### src/include/facl_pkg.sv
// constants for the frame locked audio clock generator
// Contract
// - clocks per field is 18 bits across three bytes
// - nominal increment is 22 bits across three bytes, scaled by 2^23
// - bit clock equals master input over twice divider plus one
// - word select equals bit clock over twice word divider
// - without analog pll the digital clock drives master output
// - 384 and 512 ratios are unsupported without analog pll
// - control bit 7 selects analog pll clock for master output
// - in analog mode clocks per field scaled by (4-range)/16
// - in analog mode increment scaled by (4-range)/16
// - control bit 6 sets analog pll centre, 36 or 27 mhz
// - analog mode: 512x used directly, others via bit divider; the code only flags 512x in status bit 1 and always uses the bit divider
// - audio clock stays locked to the video field rate
// - master clock synthesised from the crystal clock
// - control bit 3 opens the loop when one
// - control bit 2 selects external vertical reference
// - control bit 1 picks word select on rising bit clock edges
// - control bit 0 picks bit clock on rising master input edges
package facl_pkg;
  localparam int          ACC_W          = 23;
  localparam int          INC_W          = 22;
  localparam int          CPF_W          = 18;
  localparam int          DIV_W          = 6;
  localparam int          CORR_W         = 24;
  localparam int          GAIN_SH        = 4;
  localparam int          ADR_W          = 8;
  localparam logic [7:0]  IDX_CPF_LO     = 8'h30;
  localparam logic [7:0]  IDX_CPF_MID    = 8'h31;
  localparam logic [7:0]  IDX_CPF_HI     = 8'h32;
  localparam logic [7:0]  IDX_INC_LO     = 8'h34;
  localparam logic [7:0]  IDX_INC_MID    = 8'h35;
  localparam logic [7:0]  IDX_INC_HI     = 8'h36;
  localparam logic [7:0]  IDX_BIT_DIV    = 8'h38;
  localparam logic [7:0]  IDX_WORD_DIV   = 8'h39;
  localparam logic [7:0]  IDX_CTRL       = 8'h3a;
  localparam logic [7:0]  IDX_STATUS     = 8'h3b;
  localparam int          CTL_ANALOG_EN  = 7;
  localparam int          CTL_RANGE      = 6;
  localparam int          CTL_LOOP_OPEN  = 3;
  localparam int          CTL_VREF_EXT   = 2;
  localparam int          CTL_WS_PHASE   = 1;
  localparam int          CTL_BC_PHASE   = 0;
  localparam logic [17:0] RST_CPF        = 18'h00000;
  localparam logic [21:0] RST_INC        = 22'h000000;
  localparam logic [5:0]  RST_DIV        = 6'h00;
  localparam logic [7:0]  RST_CTRL       = 8'h00;
  localparam logic [13:0] RATIO_384      = 14'h0180;
  localparam logic [13:0] RATIO_512      = 14'h0200;
endpackage : facl_pkg

### src/core/facl_div.sv
// edge counting binary divider producing a toggling clock level
module facl_div #(
  parameter int DIV_W = 6
) (
  input  wire logic             core_clk,
  input  wire logic             resetn,
  input  wire logic             edge_en,
  input  wire logic             hold,
  input  wire logic [DIV_W-1:0] terminal,
  output logic                  clk_out,
  output logic                  toggle
);
  logic [DIV_W-1:0] cnt_r;

  // clk_out toggles after terminal+1 counted edges, so its period is
  // 2*(terminal+1) edges
  always_ff @(posedge core_clk or negedge resetn) begin
    if (!resetn) begin
      cnt_r   <= '0;
      clk_out <= 1'b0;
      toggle  <= 1'b0;
    end else begin
      toggle <= 1'b0;
      if (hold) begin
        cnt_r <= '0;
      end else if (edge_en) begin
        if (cnt_r >= terminal) begin
          cnt_r   <= '0;
          clk_out <= ~clk_out;
          toggle  <= 1'b1;
        end else begin
          cnt_r <= cnt_r + 1'b1;
        end
      end
    end
  end
endmodule : facl_div

### src/core/facl_top.sv
// frame locked audio master clock, bit clock and word select generator
module facl_top (
  input  wire logic        core_clk,
  input  wire logic        resetn,
  input  wire logic        wb_cyc_i,
  input  wire logic        wb_stb_i,
  input  wire logic        wb_we_i,
  input  wire logic [9:0]  wb_adr_i,
  input  wire logic [3:0]  wb_sel_i,
  input  wire logic [31:0] wb_dat_i,
  output logic      [31:0] wb_dat_o,
  output logic             wb_ack_o,
  input  wire logic        internal_vsync,
  input  wire logic        external_vsync,
  input  wire logic        analog_pll_clk,
  input  wire logic        master_clock_in,
  output logic             master_clock_out,
  output logic             analog_pll_ref,
  output logic             analog_pll_enable,
  output logic             analog_pll_range,
  output logic             serial_bit_clock,
  output logic             word_select_clock
);

  ////////////////////////////////////////////////////////////////////////
  // registers
  logic [facl_pkg::CPF_W-1:0] clocks_per_field_r;
  logic [facl_pkg::INC_W-1:0] nominal_increment_r;
  logic [facl_pkg::DIV_W-1:0] bit_clock_div_r;
  logic [facl_pkg::DIV_W-1:0] word_select_div_r;
  logic [7:0]                 ctrl_r;
  logic                       unsupported_r;
  logic                       direct_512_r;
  logic                       locked_r;
  logic                       field_seen_r;

  logic       bus_req;
  logic       wr_en;
  logic [7:0] idx;
  logic [7:0] wbyte;

  assign bus_req = wb_cyc_i & wb_stb_i & ~wb_ack_o;
  assign wr_en   = bus_req & wb_we_i & wb_sel_i[0];
  assign idx     = wb_adr_i[9:2];
  assign wbyte   = wb_dat_i[7:0];

  // register writes take effect on the edge that raises ack
  always_ff @(posedge core_clk or negedge resetn) begin
    if (!resetn) begin
      clocks_per_field_r  <= facl_pkg::RST_CPF;
      nominal_increment_r <= facl_pkg::RST_INC;
      bit_clock_div_r     <= facl_pkg::RST_DIV;
      word_select_div_r   <= facl_pkg::RST_DIV;
      ctrl_r              <= facl_pkg::RST_CTRL;
    end else if (wr_en) begin
      case (idx)
        facl_pkg::IDX_CPF_LO:   clocks_per_field_r[7:0]   <= wbyte;
        facl_pkg::IDX_CPF_MID:  clocks_per_field_r[15:8]  <= wbyte;
        facl_pkg::IDX_CPF_HI:   clocks_per_field_r[17:16] <= wbyte[1:0];
        facl_pkg::IDX_INC_LO:   nominal_increment_r[7:0]  <= wbyte;
        facl_pkg::IDX_INC_MID:  nominal_increment_r[15:8] <= wbyte;
        facl_pkg::IDX_INC_HI:   nominal_increment_r[21:16] <= wbyte[5:0];
        facl_pkg::IDX_BIT_DIV:  bit_clock_div_r   <= wbyte[5:0];
        facl_pkg::IDX_WORD_DIV: word_select_div_r <= wbyte[5:0];
        facl_pkg::IDX_CTRL:     ctrl_r <= wbyte;
        default: ;
      endcase
    end
  end

  function automatic logic [7:0] read_mux(input logic [7:0] a);
    case (a)
      facl_pkg::IDX_CPF_LO:   read_mux = clocks_per_field_r[7:0];
      facl_pkg::IDX_CPF_MID:  read_mux = clocks_per_field_r[15:8];
      facl_pkg::IDX_CPF_HI:   read_mux = {6'h00, clocks_per_field_r[17:16]};
      facl_pkg::IDX_INC_LO:   read_mux = nominal_increment_r[7:0];
      facl_pkg::IDX_INC_MID:  read_mux = nominal_increment_r[15:8];
      facl_pkg::IDX_INC_HI:   read_mux = {2'h0, nominal_increment_r[21:16]};
      facl_pkg::IDX_BIT_DIV:  read_mux = {2'h0, bit_clock_div_r};
      facl_pkg::IDX_WORD_DIV: read_mux = {2'h0, word_select_div_r};
      facl_pkg::IDX_CTRL:     read_mux = ctrl_r;
      facl_pkg::IDX_STATUS:
        read_mux = {4'h0, field_seen_r, locked_r, direct_512_r,
                    unsupported_r};
      default:                read_mux = 8'h00;
    endcase
  endfunction : read_mux

  // one wait state: ack one cycle after the request, dropped the next
  always_ff @(posedge core_clk or negedge resetn) begin
    if (!resetn) begin
      wb_ack_o <= 1'b0;
      wb_dat_o <= 32'h00000000;
    end else begin
      wb_ack_o <= bus_req;
      if (bus_req && !wb_we_i) begin
        wb_dat_o <= {24'h000000, read_mux(idx)};
      end
    end
  end

  ////////////////////////////////////////////////////////////////////////
  // control decode
  logic loop_open;
  logic vref_ext;
  logic ws_phase;
  logic bc_phase;
  logic analog_en;

  assign analog_en = ctrl_r[facl_pkg::CTL_ANALOG_EN];
  assign loop_open = ctrl_r[facl_pkg::CTL_LOOP_OPEN];
  assign vref_ext  = ctrl_r[facl_pkg::CTL_VREF_EXT];
  assign ws_phase  = ctrl_r[facl_pkg::CTL_WS_PHASE];
  assign bc_phase  = ctrl_r[facl_pkg::CTL_BC_PHASE];

  always_ff @(posedge core_clk or negedge resetn) begin
    if (!resetn) begin
      analog_pll_enable <= 1'b0;
      analog_pll_range  <= 1'b0;
    end else begin
      analog_pll_enable <= analog_en;
      analog_pll_range  <= ctrl_r[facl_pkg::CTL_RANGE];
    end
  end

  ////////////////////////////////////////////////////////////////////////
  // field reference
  logic vref_sel;
  logic vref_prev_r;
  logic field_tick;

  assign vref_sel   = vref_ext ? external_vsync : internal_vsync;
  assign field_tick = vref_sel & ~vref_prev_r;

  always_ff @(posedge core_clk or negedge resetn) begin
    if (!resetn) begin
      vref_prev_r <= 1'b0;
    end else begin
      vref_prev_r <= vref_sel;
    end
  end

  ////////////////////////////////////////////////////////////////////////
  // phase accumulator on the crystal clock with per field correction
  logic signed [facl_pkg::CORR_W-1:0] corr_r;
  logic signed [facl_pkg::CORR_W-1:0] err;
  logic [facl_pkg::ACC_W-1:0]         acc_r;
  logic [facl_pkg::ACC_W-1:0]         step;
  logic [facl_pkg::CPF_W-1:0]         cycle_cnt_r;
  logic                               acc_msb_prev_r;
  logic                               dto_rise;

  // in analog mode software already scales both values by (4-range)/16,
  // so the accumulator runs the same way in both modes
  assign step = facl_pkg::ACC_W'({1'b0, nominal_increment_r} +
                                 facl_pkg::ACC_W'(corr_r));
  assign dto_rise = acc_r[facl_pkg::ACC_W-1] & ~acc_msb_prev_r;
  assign err = facl_pkg::CORR_W'($signed({1'b0, clocks_per_field_r}) -
                                 $signed({1'b0, cycle_cnt_r}));

  always_ff @(posedge core_clk or negedge resetn) begin
    if (!resetn) begin
      acc_r          <= '0;
      acc_msb_prev_r <= 1'b0;
    end else begin
      acc_r          <= acc_r + step;
      acc_msb_prev_r <= acc_r[facl_pkg::ACC_W-1];
    end
  end

  // cycles of the synthesised clock counted over one field
  always_ff @(posedge core_clk or negedge resetn) begin
    if (!resetn) begin
      cycle_cnt_r <= '0;
    end else if (field_tick) begin
      cycle_cnt_r <= dto_rise ? 18'h00001 : 18'h00000;
    end else if (dto_rise) begin
      cycle_cnt_r <= cycle_cnt_r + 1'b1;
    end
  end

  // integrating loop; gain kept low since the lock is meant to be slow,
  // trading capture time for low wander
  always_ff @(posedge core_clk or negedge resetn) begin
    if (!resetn) begin
      corr_r       <= '0;
      locked_r     <= 1'b0;
      field_seen_r <= 1'b0;
    end else if (field_tick) begin
      field_seen_r <= 1'b1;
      if (field_seen_r && !loop_open) begin
        corr_r   <= corr_r + (err >>> facl_pkg::GAIN_SH);
        locked_r <= (err == '0);
      end else if (loop_open) begin
        locked_r <= 1'b0;
      end
    end
  end

  ////////////////////////////////////////////////////////////////////////
  // master clock pin and analog pll reference
  always_ff @(posedge core_clk or negedge resetn) begin
    if (!resetn) begin
      analog_pll_ref   <= 1'b0;
      master_clock_out <= 1'b0;
    end else begin
      analog_pll_ref <= acc_r[facl_pkg::ACC_W-1];
      if (analog_en) begin
        master_clock_out <= analog_pll_clk;
      end else begin
        master_clock_out <= acc_r[facl_pkg::ACC_W-1];
      end
    end
  end

  ////////////////////////////////////////////////////////////////////////
  // ratio checks: master/fs = 2*(bit div+1) * 2*word div
  logic [13:0] ratio;
  logic [6:0]  bc_half;

  assign bc_half = {1'b0, bit_clock_div_r} + 7'h01;
  assign ratio   = 14'({bc_half, 1'b0} * {word_select_div_r, 1'b0});

  always_ff @(posedge core_clk or negedge resetn) begin
    if (!resetn) begin
      unsupported_r <= 1'b0;
      direct_512_r  <= 1'b0;
    end else begin
      unsupported_r <= ~analog_en & ((ratio == facl_pkg::RATIO_384) |
                       (ratio == facl_pkg::RATIO_512));
      direct_512_r  <= analog_en & (ratio == facl_pkg::RATIO_512);
    end
  end

  ////////////////////////////////////////////////////////////////////////
  // bit clock and word select dividers from the returned master clock
  logic mci_prev_r;
  logic mci_edge;
  logic bc_toggle;
  logic bc_level;
  logic ws_edge;
  logic ws_hold;

  // master clock input takes the board loop of the master output or an
  // external clock on this pin; both dividers count whatever edges arrive
  assign mci_edge = bc_phase ? (master_clock_in & ~mci_prev_r)
                             : (~master_clock_in & mci_prev_r);
  assign ws_edge  = bc_toggle & (bc_level == ws_phase);
  assign ws_hold  = (word_select_div_r == 6'h00);

  always_ff @(posedge core_clk or negedge resetn) begin
    if (!resetn) begin
      mci_prev_r <= 1'b0;
    end else begin
      mci_prev_r <= master_clock_in;
    end
  end

  facl_div #(
    .DIV_W (facl_pkg::DIV_W)
  ) u_bit_div (
    .core_clk (core_clk),
    .resetn   (resetn),
    .edge_en  (mci_edge),
    .hold     (1'b0),
    .terminal (bit_clock_div_r),
    .clk_out  (bc_level),
    .toggle   (bc_toggle)
  );

  facl_div #(
    .DIV_W (facl_pkg::DIV_W)
  ) u_word_div (
    .core_clk (core_clk),
    .resetn   (resetn),
    .edge_en  (ws_edge),
    .hold     (ws_hold),
    .terminal (word_select_div_r - 6'h01),
    .clk_out  (word_select_clock),
    .toggle   ()
  );

  assign serial_bit_clock = bc_level;

endmodule : facl_top

### config.mk
export PLATFORM = sky130hd
export DESIGN_NAME = facl_top
export DESIGN_NICKNAME = d
export VERILOG_FILES = /design/src/include/facl_pkg.sv /design/src/core/facl_div.sv /design/src/core/facl_top.sv
export SDC_FILE = /design/constraint.sdc
export NUM_CORES = 1
export LEC_CHECK = 0
export ABC_AREA = 1
export BUFFER_PORTS_ARGS = -buffer_cell sky130_fd_sc_hd__buf_2
export CORE_ASPECT_RATIO = 1.1
export CORE_MARGIN = 2
export CORE_UTILIZATION = 30
export DETAILED_ROUTE_END_ITERATION = 8
export SLEW_MARGIN = 20
export SYNTH_ARGS = -nofsm -noshare
export SYNTH_HDL_FRONTEND = slang
export SYNTH_SLANG_ARGS = --single-unit
### constraint.sdc
create_clock -name core_clk -period 5.68 [get_ports core_clk]
set_input_delay 0 -clock core_clk [delete_from_list [all_inputs] [get_ports core_clk]]
set_output_delay 0 -clock core_clk [all_outputs]
set_load 0.02 [all_outputs]
==> results.toml <==
[outcome]
outcome = "complete, no violations"

[floorplan]
fp.dieW_um = 198
dieArea_mm2 = 0.0432
initial_core_util = 0.303
io_pins = 94
core-area_mm2 = 0.0411
die_y_um = 218
num_rows = 78

[final_layout]
final_cell_mix = "nand2_1, inv_1, dfrtp_1"
regArea_mm2 = 0.00395
layout_commonest_cell = "nand2_1"
finish.utilization = 0.338
multi_input_area_mm2 = 0.00745
areaGrowthSynthToFinish_pct = 11.4
nNetsFinal = 1894
layout-drive-gt1-share = 0.0708
num-fill-cells = 4302

[min_path]
hold_depth = 3
hold_end = "clocks_per_field_r[10]$_DFFE_PN0P_"
hp-start = "wb_dat_i[2]"
hp-class = "primary input to flop"

[timing]
finClkSkew_ns = 0.0131
maxClockFrequency_mhz = 222
max_slew.worst_pin.slew_ns = 0.702
rsz0062_at_grt = "no"
period_minus_slack_ns = 4.50
hold_viol_final = 0
maxSlewViolCount = 0
period_share = 0.792
relSlewSlack = 0.532
setup_viol_count_final = 0
fin_setup_tns_ns = 0

[cts]
clockBufferDepth = 2
post_cts_buffers = 0
clock_latency_ns = 0.44
cts_resized = 0
ctsHtreeMaxLevel = 4
cts_buffers = 17
clkSlewWorstSetupHoldPaths_ns = 0.07
cts_tree = "yes"
cts_root_buf = "clkbuf_16"
cts_sinks = 158

[logic_synthesis]
synth_adder_area_share = 0.172
synth-async-reset-ratio = 1.00
yosysUniqueCellTypes = 54
synth-compound-area-share = 0.120
synth_flop_cell = "dfrtp_1"
synth-edff-count = 0
synth_top_area_frac = 0.317
syn_area_per_cell_um2 = 7.59
yosysTopAreaCell = "dfrtp_1"
netlist_top_cells_area = "dfrtp_1, nand2_1, ha_1, fa_1, inv_1"
synthCells = 1640
synth_simple_gate_area_frac = 0.259
synthXorXnorAreaFrac = 0.0394
ys_seq_elements = 158
synth_top_family_by_area = "simple AND/OR/NAND/NOR gates"
yosysWarnings = 0
synth_area_mm2 = 0.0125
ys_seq_area_frac = 0.317
synth.area.mux_share = 0

[drt]
dr.pass1.iters = 5
wl_per_cell_um = 14.3
via_count = 10600
drc = 0
dr_wl_met3_um = 948
drt_iter0_markers = 743
avgViaCountPerCell = 4.69
routed-wl-met2_um = 16200
top_layer = "met4"
totalWireLength_um = 32500
wl_met1_um = 14600
ant_nets = 0

[job]
drv_cap = 0

[global_routing]
track_usage = 0.156
overflow = 0
grt_pass1_vias = 10700
antenna_found_initial = 0
grt_max_degree = 58
grt_pass1_wl_um = 53200

[setup_path]
r2r-end = "unsupported_r$_DFF_PN0_"
cp.depth = 18
cp_slowest_cell = "dfrtp_1"
reg2reg_slack_ns = 1.18
crit_required_ns = 6.04
r2r-start = "bit_clock_div_r[0]$_DFFE_PN0P_"
cpLargestDelayFamily = "adder cells"
cp_cell_sequence = "nand4_1, o21ai_0, inv_1, nand2_1, fa_1, fa_1, fa_1, inv_1, ha_1, nand2_1, o21ai_1, nand2_1, nand2_1, xor2_1, nand2_1, nor2_1, o211ai_1, nor2_1"
critPathKind = "flop to flop"
startpoint_type = "flop"
cpMostUsedCell = "nand2_1"
reg2regPathDepth = 18
max_stage_delay_ns = 0.56
cp_num_buf_inv = 2
worstPathArrival_ns = 4.86
end_kind = "flop"
critPathMaxFanout = 10

[pwr]
powerDensity_mw_per_mm2 = 468
ir_worst_vdd_mv = 0.200
p_leak_nw = 7.12

[place]
place_congestion = 0.903
dp_hpwl_um = 25800
port_buffers = 40
[kinds of logic (layout without fill, tap and decap cells)]
logic type,count (synthesis),after routing
buffers and inverters,267,312
DFF,158,158
adders and majority gates,144,144
xor gates and xnor gates,56,56
AOI/OAI and AO/OA,268,268
other,1,25
and+or+nand+nor,746,746
[registers in the layout, summed over array words and instances (netlist names), 6 cells and up]
register,count
acc_r,23
bit_clock_div_r,6
clocks_per_field_r,18
corr_r,23
ctrl_r,8
cycle_cnt_r,18
nominal_increment_r,22
u_bit_div.cnt_r,6
u_word_div.cnt_r,6
wb_dat_o,8
word_select_div_r,6
[worst max-delay path by stage]
stage | from | end | slack (ns)
after global routing | bit_clock_div_r[0]$_DFFE_PN0P_ | direct_512_r$_DFF_PN0_ | 0.86
after CTS | bit_clock_div_r[0]$_DFFE_PN0P_ | unsupported_r$_DFF_PN0_ | 1.15
after detailed placement | bit_clock_div_r[0]$_DFFE_PN0P_ | unsupported_r$_DFF_PN0_ | 1.19
after global placement | bit_clock_div_r[0]$_DFFE_PN0P_ | unsupported_r$_DFF_PN0_ | 1.26
after floorplan | bit_clock_div_r[0]$_DFFE_PN0P_ | unsupported_r$_DFF_PN0_ | 1.68
final | bit_clock_div_r[0]$_DFFE_PN0P_ | unsupported_r$_DFF_PN0_ | 1.18
[worst register-to-register path, stage by stage (launching register included)]
cell and delay [ns]:
dfrtp_1 0.56, nand4_1 0.19, o21ai_0 0.52, inv_1 0.14, nand2_1 0.12, fa_1 0.44
fa_1 0.47, fa_1 0.54, inv_1 0.04, ha_1 0.33, nand2_1 0.07, o21ai_1 0.26
nand2_1 0.08, nand2_1 0.08, xor2_1 0.14, nand2_1 0.06, nor2_1 0.09, o211ai_1 0.16
nor2_1 0.13
[per-stage QoR]
stage,area [um^2],hold slack (ns),setup slack [ns],total power (W),std cells
finish,13900,0.0354,1.18,0.00650,2269
global placement,13200,0.0209,1.26,0.00530,2224
CTS,13900,0.0171,1.15,0.00654,2268
floorplan,12500,-0.296,1.68,0.00449,1663
detailed placement,13200,0.0258,1.19,0.00535,2224
global route,13900,0.0350,0.860,0.00714,2268
[routing by layer]
| metal | global-route usage | vias to the layer above |
|---|---|---|
| met2 | 0.281 | 199 |
| met5 | 0 | - |
| li1 | - | 5404 |
| met4 | 0.0521 | 0 |
| met3 | 0.0196 | 36 |
| met1 | 0.193 | 5008 |
[power breakdown]
group | switching (W) | total (W) | internal [W]
Clock | 0.000529 | 0.00115 | 0.000622
Combinational | 0.00236 | 0.00378 | 0.00142
Sequential | 0.000213 | 0.00157 | 0.00135
[cells in the mapped netlist (10+ instances only)]
cell type / count
fa_1: 45
nand3_1: 75
buf_4: 24
nand3b_1: 10
xnor2_1: 27
o21ai_2: 11
o21ai_1: 16
nor3_1: 17
nor2_1: 110
o21ai_0: 101
nand4_1: 33
inv_1: 219
ha_1: 99
nand2_1: 459
dfrtp_1: 158
a21oi_1: 91
xor2_1: 29
[what timing repair did]
item / CTS / global route
hold buffers: 12 / 0
endpoints found under the hold margin: 72 / 0
endpoints found under the setup margin: 0 / 0
[layout make-up]
| cell class | instances | area share |
|---|---|---|
| Antenna cell | 1 | 0.000180 |
| Clock buffer | 19 | 0.0312 |
| Clock inverter | 13 | 0.0108 |
| Inverter | 225 | 0.0609 |
| Multi-Input combinational cell | 1238 | 0.536 |
| Sequential cell | 158 | 0.285 |
| Tap cell | 560 | 0.0505 |
| Timing Repair Buffer | 55 | 0.0251 |
Power figures use the tool's default switching activity.
